### src/oir_pkg.sv
// Shared constants and carrier types for the interrupt-disable/comm-area bank
package oir_pkg;
  localparam int ADDR_W = 8;
  localparam logic [7:0] OFF_INT_CLEAR = 8'h14;
  localparam logic [7:0] OFF_COMM_BASE = 8'h18;
  localparam logic [7:0] OFF_PERIODIC_CUR = 8'h1C;
  localparam int BIT_MASTER = 31;
  localparam int BIT_OWNERSHIP = 30;
  localparam int BIT_ROOT_HUB = 6;
  localparam int BIT_FRAME_OVF = 5;
  localparam int BIT_UNRECOV = 4;
  localparam int BIT_RESUME = 3;
  localparam int BIT_SOF = 2;
  localparam int BIT_DONE_WB = 1;
  localparam int BIT_OVERRUN = 0;
  // Implemented enable bits: 31, 30 and 6..0
  localparam logic [31:0] ENABLE_IMPL_MASK = 32'hC000007F;
  localparam logic [31:0] ENABLE_RESET = 32'h00000000;
  localparam logic [31:0] COMM_BASE_MASK = 32'hFFFFFF00;
  localparam logic [31:0] COMM_BASE_RESET = 32'h00000000;
  localparam logic [31:0] PERIODIC_MASK = 32'hFFFFFFF0;
  localparam logic [31:0] PERIODIC_RESET = 32'h00000000;

  typedef struct packed {
    logic wrEn;
    logic rdEn;
    logic [7:0] addr;
    logic [31:0] wrData;
  } oir_req_t;

  typedef struct packed {
    logic rdValid;
    logic [31:0] rdData;
  } oir_rsp_t;

  typedef struct packed {
    logic setEn;
    logic [31:0] setBits;
    logic edDone;
    logic [31:0] edAddr;
  } oir_core_t;
endpackage

### src/oir_regs.sv
// Interrupt-enable clear alias, comm-area base and periodic pointer registers
`timescale 1ns/1ps
module oir_regs (
  input wire logic ref_clk,
  input wire logic rst,
  input wire logic swReset,
  input wire oir_pkg::oir_req_t req,
  input wire oir_pkg::oir_core_t core,
  output oir_pkg::oir_rsp_t rsp,
  output logic [31:0] intEnable,
  output logic [31:0] commAreaBaseAddress
);

  logic [31:0] enableReg;
  logic [31:0] commBase;
  logic [31:0] periodicCur;
  logic [31:0] next_enable;
  logic [31:0] rdMux;

  wire hitClear = req.addr == oir_pkg::OFF_INT_CLEAR;
  wire hitComm = req.addr == oir_pkg::OFF_COMM_BASE;
  wire hitPeriodic = req.addr == oir_pkg::OFF_PERIODIC_CUR;
  wire wrClear = req.wrEn && hitClear;
  wire wrComm = req.wrEn && hitComm;
  // Only set bits of the write clear enables; zeros keep them
  wire [31:0] clearBits = wrClear ?
    (req.wrData & oir_pkg::ENABLE_IMPL_MASK) : 32'h00000000;
  wire [31:0] setBits = core.setEn ?
    (core.setBits & oir_pkg::ENABLE_IMPL_MASK) : 32'h00000000;

  // Clear wins over a same-cycle set coming from the enable-set alias,
  // so a disable issued by software is never undone silently
  assign next_enable = (enableReg | setBits) & ~clearBits;

  always_ff @(posedge ref_clk or posedge rst) begin
    if (rst) begin
      enableReg <= oir_pkg::ENABLE_RESET;
    end else if (swReset) begin
      enableReg <= oir_pkg::ENABLE_RESET;
    end else begin
      enableReg <= next_enable;
    end
  end

  always_ff @(posedge ref_clk or posedge rst) begin
    if (rst) begin
      commBase <= oir_pkg::COMM_BASE_RESET;
    end else if (swReset) begin
      commBase <= oir_pkg::COMM_BASE_RESET;
    end else if (wrComm) begin
      commBase <= req.wrData & oir_pkg::COMM_BASE_MASK;
    end
  end

  // Writes to this offset are ignored; only the schedule moves it
  always_ff @(posedge ref_clk or posedge rst) begin
    if (rst) begin
      periodicCur <= oir_pkg::PERIODIC_RESET;
    end else if (swReset) begin
      periodicCur <= oir_pkg::PERIODIC_RESET;
    end else if (core.edDone) begin
      periodicCur <= core.edAddr & oir_pkg::PERIODIC_MASK;
    end
  end

  // Offsets decode one-hot, so the read select is a plain OR
  wire [31:0] rdClear = hitClear ? enableReg : 32'h00000000;
  wire [31:0] rdComm = hitComm ? commBase : 32'h00000000;
  wire [31:0] rdPeriodic = hitPeriodic ? periodicCur : 32'h00000000;
  assign rdMux = rdClear | rdComm | rdPeriodic;

  always_ff @(posedge ref_clk or posedge rst) begin
    if (rst) begin
      rsp <= '0;
      intEnable <= oir_pkg::ENABLE_RESET;
      commAreaBaseAddress <= oir_pkg::COMM_BASE_RESET;
    end else begin
      rsp.rdValid <= req.rdEn;
      rsp.rdData <= req.rdEn ? rdMux : 32'h00000000;
      intEnable <= swReset ? oir_pkg::ENABLE_RESET : next_enable;
      commAreaBaseAddress <= swReset ? oir_pkg::COMM_BASE_RESET :
        (wrComm ? (req.wrData & oir_pkg::COMM_BASE_MASK) : commBase);
    end
  end

  // Enable clear path
  AST_MASTER_CLEAR: assert property (
    @(posedge ref_clk) disable iff (rst)
    wrClear && req.wrData[oir_pkg::BIT_MASTER]
    |=> !enableReg[oir_pkg::BIT_MASTER] && !intEnable[oir_pkg::BIT_MASTER])
    else $error("master enable not cleared");

  AST_OWNER_CLEAR: assert property (
    @(posedge ref_clk) disable iff (rst)
    wrClear && req.wrData[oir_pkg::BIT_OWNERSHIP]
    |=> !enableReg[oir_pkg::BIT_OWNERSHIP])
    else $error("ownership enable not cleared");

  AST_LOW_CLEAR: assert property (
    @(posedge ref_clk) disable iff (rst)
    wrClear
    |=> ((enableReg[6:4] & $past(req.wrData[6:4])) == 3'h0))
    else $error("status enables not cleared");

  AST_MID_CLEAR: assert property (
    @(posedge ref_clk) disable iff (rst)
    wrClear
    |=> ((enableReg[3:0] & $past(req.wrData[3:0])) == 4'h0))
    else $error("frame enables not cleared");

  AST_OVERRUN_CLEAR: assert property (
    @(posedge ref_clk) disable iff (rst)
    wrClear && req.wrData[oir_pkg::BIT_OVERRUN]
    |=> !enableReg[oir_pkg::BIT_OVERRUN])
    else $error("overrun enable not cleared");

  AST_CLEAR_WINS: assert property (
    @(posedge ref_clk) disable iff (rst)
    wrClear && core.setEn
    |=> (enableReg & $past(clearBits)) == 32'h00000000)
    else $error("same-cycle set undid a clear");

  // Zero writes, set alias and resets
  AST_ZERO_KEEPS: assert property (
    @(posedge ref_clk) disable iff (rst)
    wrClear && !core.setEn && !swReset && req.wrData == 32'h0
    |=> $stable(enableReg))
    else $error("zero write changed enable");

  AST_HOLD_IDLE: assert property (
    @(posedge ref_clk) disable iff (rst)
    !wrClear && !core.setEn && !swReset
    |=> $stable(enableReg))
    else $error("enable changed without a write");

  AST_SET_ALIAS: assert property (
    @(posedge ref_clk) disable iff (rst)
    core.setEn && !wrClear && !swReset
    |=> (enableReg & $past(setBits)) == $past(setBits))
    else $error("set alias bits not stored");

  AST_SW_RESET: assert property (
    @(posedge ref_clk) disable iff (rst)
    swReset
    |=> !enableReg[oir_pkg::BIT_MASTER] && commBase == 32'h0)
    else $error("software reset left state");

  AST_SW_RESET_OUT: assert property (
    @(posedge ref_clk) disable iff (rst)
    swReset
    |=> intEnable == 32'h0 && commAreaBaseAddress == 32'h0
        && periodicCur == 32'h0)
    else $error("software reset left outputs set");

  // Read path and enable output copy
  AST_READ_ALIAS: assert property (
    @(posedge ref_clk) disable iff (rst)
    req.rdEn && hitClear
    |=> rsp.rdValid && rsp.rdData == $past(enableReg))
    else $error("clear read not enable value");

  AST_OUT_MIRROR: assert property (
    @(posedge ref_clk) disable iff (rst)
    intEnable == enableReg)
    else $error("enable output copy diverged");

  AST_RD_PULSE: assert property (
    @(posedge ref_clk) disable iff (rst)
    1'b1 |=> rsp.rdValid == $past(req.rdEn))
    else $error("read valid not one cycle after strobe");

  AST_IDLE_ZERO: assert property (
    @(posedge ref_clk) disable iff (rst)
    !rsp.rdValid |-> rsp.rdData == 32'h0)
    else $error("read data nonzero while idle");

  AST_UNMAPPED: assert property (
    @(posedge ref_clk) disable iff (rst)
    req.rdEn && !hitClear && !hitComm && !hitPeriodic
    |=> rsp.rdValid && rsp.rdData == 32'h0)
    else $error("unmapped read not zero");

  // Comm-area base
  AST_COMM_WRITE: assert property (
    @(posedge ref_clk) disable iff (rst)
    wrComm && !swReset
    |=> commBase[31:8] == $past(req.wrData[31:8]))
    else $error("comm base not stored");

  AST_COMM_HOLD: assert property (
    @(posedge ref_clk) disable iff (rst)
    !wrComm && !swReset
    |=> $stable(commBase))
    else $error("comm base changed without a write");

  AST_COMM_READ: assert property (
    @(posedge ref_clk) disable iff (rst)
    req.rdEn && hitComm
    |=> rsp.rdData == $past(commBase))
    else $error("comm base read wrong");

  AST_COMM_LOW: assert property (
    @(posedge ref_clk) disable iff (rst)
    rsp.rdValid && $past(hitComm)
    |-> rsp.rdData[7:0] == 8'h00)
    else $error("comm base low bits nonzero");

  AST_COMM_MASKED: assert property (
    @(posedge ref_clk) disable iff (rst)
    wrComm && !swReset
    |=> commBase == ($past(req.wrData) & oir_pkg::COMM_BASE_MASK))
    else $error("comm base stored low bits");

  AST_COMM_ZERO_STORE: assert property (
    @(posedge ref_clk) disable iff (rst)
    commBase[7:0] == 8'h00)
    else $error("comm base holds low bits");

  AST_COMM_MIRROR: assert property (
    @(posedge ref_clk) disable iff (rst)
    commAreaBaseAddress == commBase)
    else $error("comm base output copy diverged");

  // Periodic pointer
  AST_PERIODIC_UPD: assert property (
    @(posedge ref_clk) disable iff (rst)
    core.edDone && !swReset
    |=> periodicCur == ($past(core.edAddr) & oir_pkg::PERIODIC_MASK))
    else $error("periodic pointer not updated");

  AST_PERIODIC_HOLD: assert property (
    @(posedge ref_clk) disable iff (rst)
    !core.edDone && !swReset
    |=> $stable(periodicCur))
    else $error("periodic pointer moved on its own");

  AST_PERIODIC_RO: assert property (
    @(posedge ref_clk) disable iff (rst)
    req.wrEn && hitPeriodic && !core.edDone && !swReset
    |=> $stable(periodicCur))
    else $error("periodic pointer written");

  AST_PERIODIC_READ: assert property (
    @(posedge ref_clk) disable iff (rst)
    req.rdEn && hitPeriodic
    |=> rsp.rdData == $past(periodicCur))
    else $error("periodic pointer read wrong");

  AST_PERIODIC_LOW: assert property (
    @(posedge ref_clk) disable iff (rst)
    periodicCur[3:0] == 4'h0)
    else $error("periodic pointer low bits nonzero");

  // Per-bit view of the enable register
  for (genvar b = 0; b < 32; b++) begin : g_bit_chk
    if (oir_pkg::ENABLE_IMPL_MASK[b]) begin : g_impl
      AST_BIT_CLEAR: assert property (
        @(posedge ref_clk) disable iff (rst)
        wrClear && req.wrData[b]
        |=> !enableReg[b] && !intEnable[b])
        else $error("enable bit not cleared");

      AST_BIT_KEEP: assert property (
        @(posedge ref_clk) disable iff (rst)
        wrClear && !req.wrData[b] && !core.setEn && !swReset
        |=> enableReg[b] == $past(enableReg[b]))
        else $error("enable bit changed by zero write");

      AST_BIT_SET: assert property (
        @(posedge ref_clk) disable iff (rst)
        core.setEn && core.setBits[b] && !clearBits[b] && !swReset
        |=> enableReg[b])
        else $error("enable bit not set by alias");
    end else begin : g_rsvd
      AST_BIT_RSVD: assert property (
        @(posedge ref_clk) disable iff (rst)
        !enableReg[b] && !intEnable[b])
        else $error("reserved enable bit stored");
    end
  end

  COV_CLEAR_ALL: cover property (@(posedge ref_clk) disable iff (rst)
    enableReg[oir_pkg::BIT_MASTER] ##1 wrClear ##1
    enableReg == 32'h0);
  COV_ALIGN_PROBE: cover property (@(posedge ref_clk) disable iff (rst)
    wrComm && req.wrData == 32'hFFFFFFFF ##1 req.rdEn && hitComm);
  COV_PERIODIC_READ: cover property (@(posedge ref_clk) disable iff (rst)
    core.edDone ##1 req.rdEn && hitPeriodic);
  COV_SET_CLEAR: cover property (@(posedge ref_clk) disable iff (rst)
    core.setEn && wrClear);

endmodule

### config.mk
export PLATFORM = sky130hd
export DESIGN_NAME = oir_regs
export DESIGN_NICKNAME = d
export VERILOG_FILES = /design/src/oir_pkg.sv /design/src/oir_regs.sv
export SDC_FILE = /design/constraint.sdc
export NUM_CORES = 1
export LEC_CHECK = 0
export BUFFER_PORTS_ARGS = -buffer_cell sky130_fd_sc_hd__buf_2
export CORE_ASPECT_RATIO = 0.7
export CORE_MARGIN = 1.5
export CORE_UTILIZATION = 45
export DETAILED_ROUTE_END_ITERATION = 12
export PLACE_DENSITY = 0.78
export RECOVER_POWER = 50
export SYNTH_ARGS = -nofsm -noshare
export SYNTH_HDL_FRONTEND = slang
export SYNTH_SLANG_ARGS = --single-unit
export TNS_END_PERCENT = 5
### constraint.sdc
create_clock -name ref_clk -period 5.9 [get_ports ref_clk]
set_clock_uncertainty 0.2 [all_clocks]
set_input_delay 0.885 -clock ref_clk [delete_from_list [all_inputs] [get_ports ref_clk]]
set_output_delay 0.885 -clock ref_clk [all_outputs]
set_load 0.05 [all_outputs]
After elaboration in Yosys (flattened, before gate mapping):

Index checks and enable logic that the tools add are counted.

* flip-flop bits (word level): 129
* bits in latches: 0
* RAM bits: 0
* ROM bits: 0
* input port bits: 111
* output and inout port bits: 97
* logic and storage cells: 28
* memories: 0

* add/sub/neg operators: 0
* multipliers: 0
* divide/modulo/power cells: 0
* $lt $le $gt $ge: 0
* equality and inequality tests: 3
* shift operators: 0
* mux-type cells: 11
* bitwise operators: 5
* reduce and logical (&&, ||, !) cells: 4

Operators by type and width (count)
* 2-to-1 mux 32 bit: 11
* OR 32 bit: 3
* bitwise AND 32 bit: 1
* inverter 32 bit: 1
* == test 8 x 5 -> 1 bit (second input constant): 3
* nonzero test 2 bit: 2
* logical AND 1 bit: 2

Logic depth before layout (Yosys ltp):

* depth in word-level cells: 6
* mapped depth: 6
* mapped depth without buffers: 3

Least setup slack after synthesis:

OpenSTA, ideal clock, no wires.

* path type: input-to-reg
* start point: input port req[33] (netlist bit)
* end point: register commAreaBaseAddress[10]
* library setup time: 0.079 ns
* data arrival time: 1.861 ns
* required time: 5.621 ns
* slack: 3.760 ns
* stages on the path: 5
* buffers on the path: 2
* cell sequence: nor4b_4 and3_1 buf_6 buf_12 mux2i_1

* cells in the longest elaborated chain, start to end: 3

RTL lines
* start, declared: line oir_regs.sv:7 `input wire oir_pkg::oir_req_t req,`
* == test 8 x 5 -> 1 bit: line oir_regs.sv:21 `wire hitComm = req.addr == oir_pkg::OFF_COMM_BASE;`
* logical AND 1 bit: line oir_regs.sv:24 `wire wrComm = req.wrEn && hitComm;`
* nonzero test 2 bit (no source line)
* end signal, assigned: line oir_regs.sv:76 `commAreaBaseAddress <= oir_pkg::COMM_BASE_RESET;`
* end signal, assigned: line oir_regs.sv:81 `commAreaBaseAddress <= swReset ? oir_pkg::COMM_BASE_RESET :`
* end, declared: line oir_regs.sv:11 `output logic [31:0] commAreaBaseAddress`

No other way between the ends.
A chain may end at the register's enable or synchronous reset.

Worst setup path after layout:

* start point: input port req[34] (netlist bit)
* end point: register commAreaBaseAddress[21]

Same word-level chain as after synthesis.

==> summary.md <==
| Metric | Value |
|---|---|
| Max-Cap Viols | `3` |
| Crit Path Class | `in2reg` |
| Yosys Warn Count | `0` |
| Die width | `120 um` |
| Status | `finished with violations` |
| DP HPWL | `6.48 mm` |
| H-tree levels | `3` |
| First-pass GRT wire length | `14.9 mm` |
| Fin crit share | `57.4%` |
| Sequential area share after synthesis | `55.0%` |
| Longest Clk Path Bufs | `2` |
| Root buf cell | `clkbuf_16` |
| Final Total Pwr | `1.49 mW` |
| Headroom to the max-slew limit | `-46.7%` |
| Largest net degree at the start of global routing | `86` |
| Min Tclk post-route | `3.38 ns` |
| IO Port Bufs | `148` |
| Worst hold path class | `reg2reg` |
| Area Overhead vs Synth | `22.3%` |
| Startpoint type of the worst setup path | `primary input` |
| Num CTS Buffers | `9` |
| Gpl congestion | `0.786` |
| Power per Cell Area | `285 nW/um2` |
| Post-Route WL | `9.43 mm` |
| Commonest non-fill, non-tap cell in the layout | `buf_2` |
| Final Hold Viols | `0` |
| Remaining antenna violation count after routing | `0` |
| Setup TNS | `0 ns` |
| Cts repair resizes | `0` |
| WL per Instance | `14.8 um` |
| Worst skew pair latency | `0.33 ns` |
| Leakage power | `2.67 nW` |
| Initial antenna violation count | `0` |
| Synth Instances | `368` |
| Synthesized area | `4280 um2` |
| Crit end category | `register` |
| FF-to-FF setup slack | `4.70 ns` |
| GRT overflow | `0` |
| Slew @ Worst Pin | `2.20 ns` |
| CTS Sinks | `94` |
| Die Y-Extent | `84.6 um` |
| # fillers | `826` |
| Post-CTS Setup Bufs | `0` |
| CP Max Fanout | `28` |
| DR iter-0 viols | `124` |
| Vias in the first global route | `2969` |
| Hold_buf cts | `0` |
| Setup ws final | `2.52 ns` |
| Post-synth EDFFs | `0` |
| Critical Path AT | `3.36 ns` |
| Fmax | `0.295 GHz` |
| Die ar. | `10100 um2` |
| FP Rows | `29` |
| Final #Nets | `617` |
| Vias per std cell | `4.73` |
| CP required | `5.87 ns` |
| Setup WS pre-CTS | `2.92 ns` |
| Flops & latches, synth | `94` |
| Asr flop ratio synth | `100%` |
| Starting Density | `46.8%` |
| Most frequent cells in the layout | `112 x buf_2, 94 x dfrtp_1, 77 x mux2i_1, 57 x nor2_1, 48 x nand2b_1` |
| Finish-stage setup viols | `0` |
| N_diodes | `0` |
| CTS tree | `yes` |
| Main synth FF type | `dfrtp_1` |
| IO Count | `208` |
| RSZ-0062 raised after global routing | `no` |
| Failing checks | `capacitance limit, slew limit` |
| Post-Syn Area per Cell | `11.6 um2` |
| Max Slew Vio Count | `96` |
| Distinct cells, synth | `23` |
| # DRC | `0` |
| Share of cells above drive strength 1 | `26.4%` |
| VDD IR max | `0.151 mV` |
| Clock transition at the registers of the reported paths | `0.06 ns` |
| Overall Global Routing Usage | `19.0%` |
| Via count | `3003` |
| First-pass DRT Iterations | `4` |
| Core area | `9140 um2` |
==> worst max-delay path: stages <==
cell	delay, ns
clkbuf_1	1.41
and3b_1	0.31
and3_2	0.50
mux2i_1	0.23
==> logic make-up after synthesis <==
family / share of synthesized area, %
AND/OR/NAND/NOR: 14.5
AO/OA/AOI/OAI: 2.98
buffers and inverters: 8.86
multiplexers: 18.5
flip-flops: 55.0
other: 0.0877
==> synthesized netlist by cell type, drive strengths merged, types with 6 or more instances <==
library cell   n  area (um2)
buf           46         345
mux2i         77         771
nor2          57         214
clkbuf         8        30.0
a21oi          9        45.0
dfrtp         94        2350
and3           6        37.5
a211oi         9        67.6
nand2b        48         300
==> path summary, 6_finish.rpt <==
path / startpoint / endpoint / depth (start not counted)
worst min-delay path: periodicCur[10]$_DFFE_PP0P_ / periodicCur[10]$_DFFE_PP0P_ / 2
min in group asynchronous: rst / commAreaBaseAddress[18]$_DFFE_PP0P_ / 2
worst max register to register: commAreaBaseAddress[31]$_DFFE_PP0P_ / rsp[31]$_DFF_PP0_ / 3
worst max-delay path: req[34] / commAreaBaseAddress[21]$_DFFE_PP0P_ / 4
worst min register to register: periodicCur[10]$_DFFE_PP0P_ / periodicCur[10]$_DFFE_PP0P_ / 2
max in group asynchronous: rst / commAreaBaseAddress[21]$_DFFE_PP0P_ / 3
==> power breakdown <==
part | switching (mW) | internal (mW) | leakage (nW)
Sequential | 0.00944 | 0.660 | 1.28
Clock | 0.234 | 0.413 | 0.159
Combinational | 0.118 | 0.0543 | 1.23
Total | 0.361 | 1.13 | 2.67
==> metal layers <==
metal	up-vias	routed length, um	track usage [%]
met2	110	4360	30.6
met3	6	555	5.77
met4	0	70	4.22
li1	1436	-	-
met1	1451	4440	25.4
met5	-	0	0
==> state kept, by name (all words and copies together), names as in the netlist <==
| signal | cells |
|---|---|
| intEnable | 9 |
| rsp | 33 |
| commAreaBaseAddress | 24 |
| periodicCur | 28 |
==> per-stage QoR <==
stage          cell area [um2]  util [%]  std cells  hold slack (ns)
6_report                  5230      57.2        635            0.321
5_1_grt                   5230      57.2        635            0.337
4_1_cts                   5280      57.7        635            0.325
3_5_place_dp              4940      54.0        619            0.311
3_3_place_gp              4940      54.0        619            0.297
2_1_floorplan             4390         -        398            0.280
==> final cells by class <==
class | instances | area [um2] | share of cell area, %
sequential | 94 | 2350 | 45.0
multi-input combinational | 249 | 1660 | 31.7
tap | 124 | 155 | 2.97
timing repair buffer | 151 | 718 | 13.7
inverter | 1 | 5.00 | 0.0957
clock inverter | 6 | 110 | 2.11
clock buffer | 10 | 229 | 4.38
No activity file was read; power rests on OpenSTA's default activity.
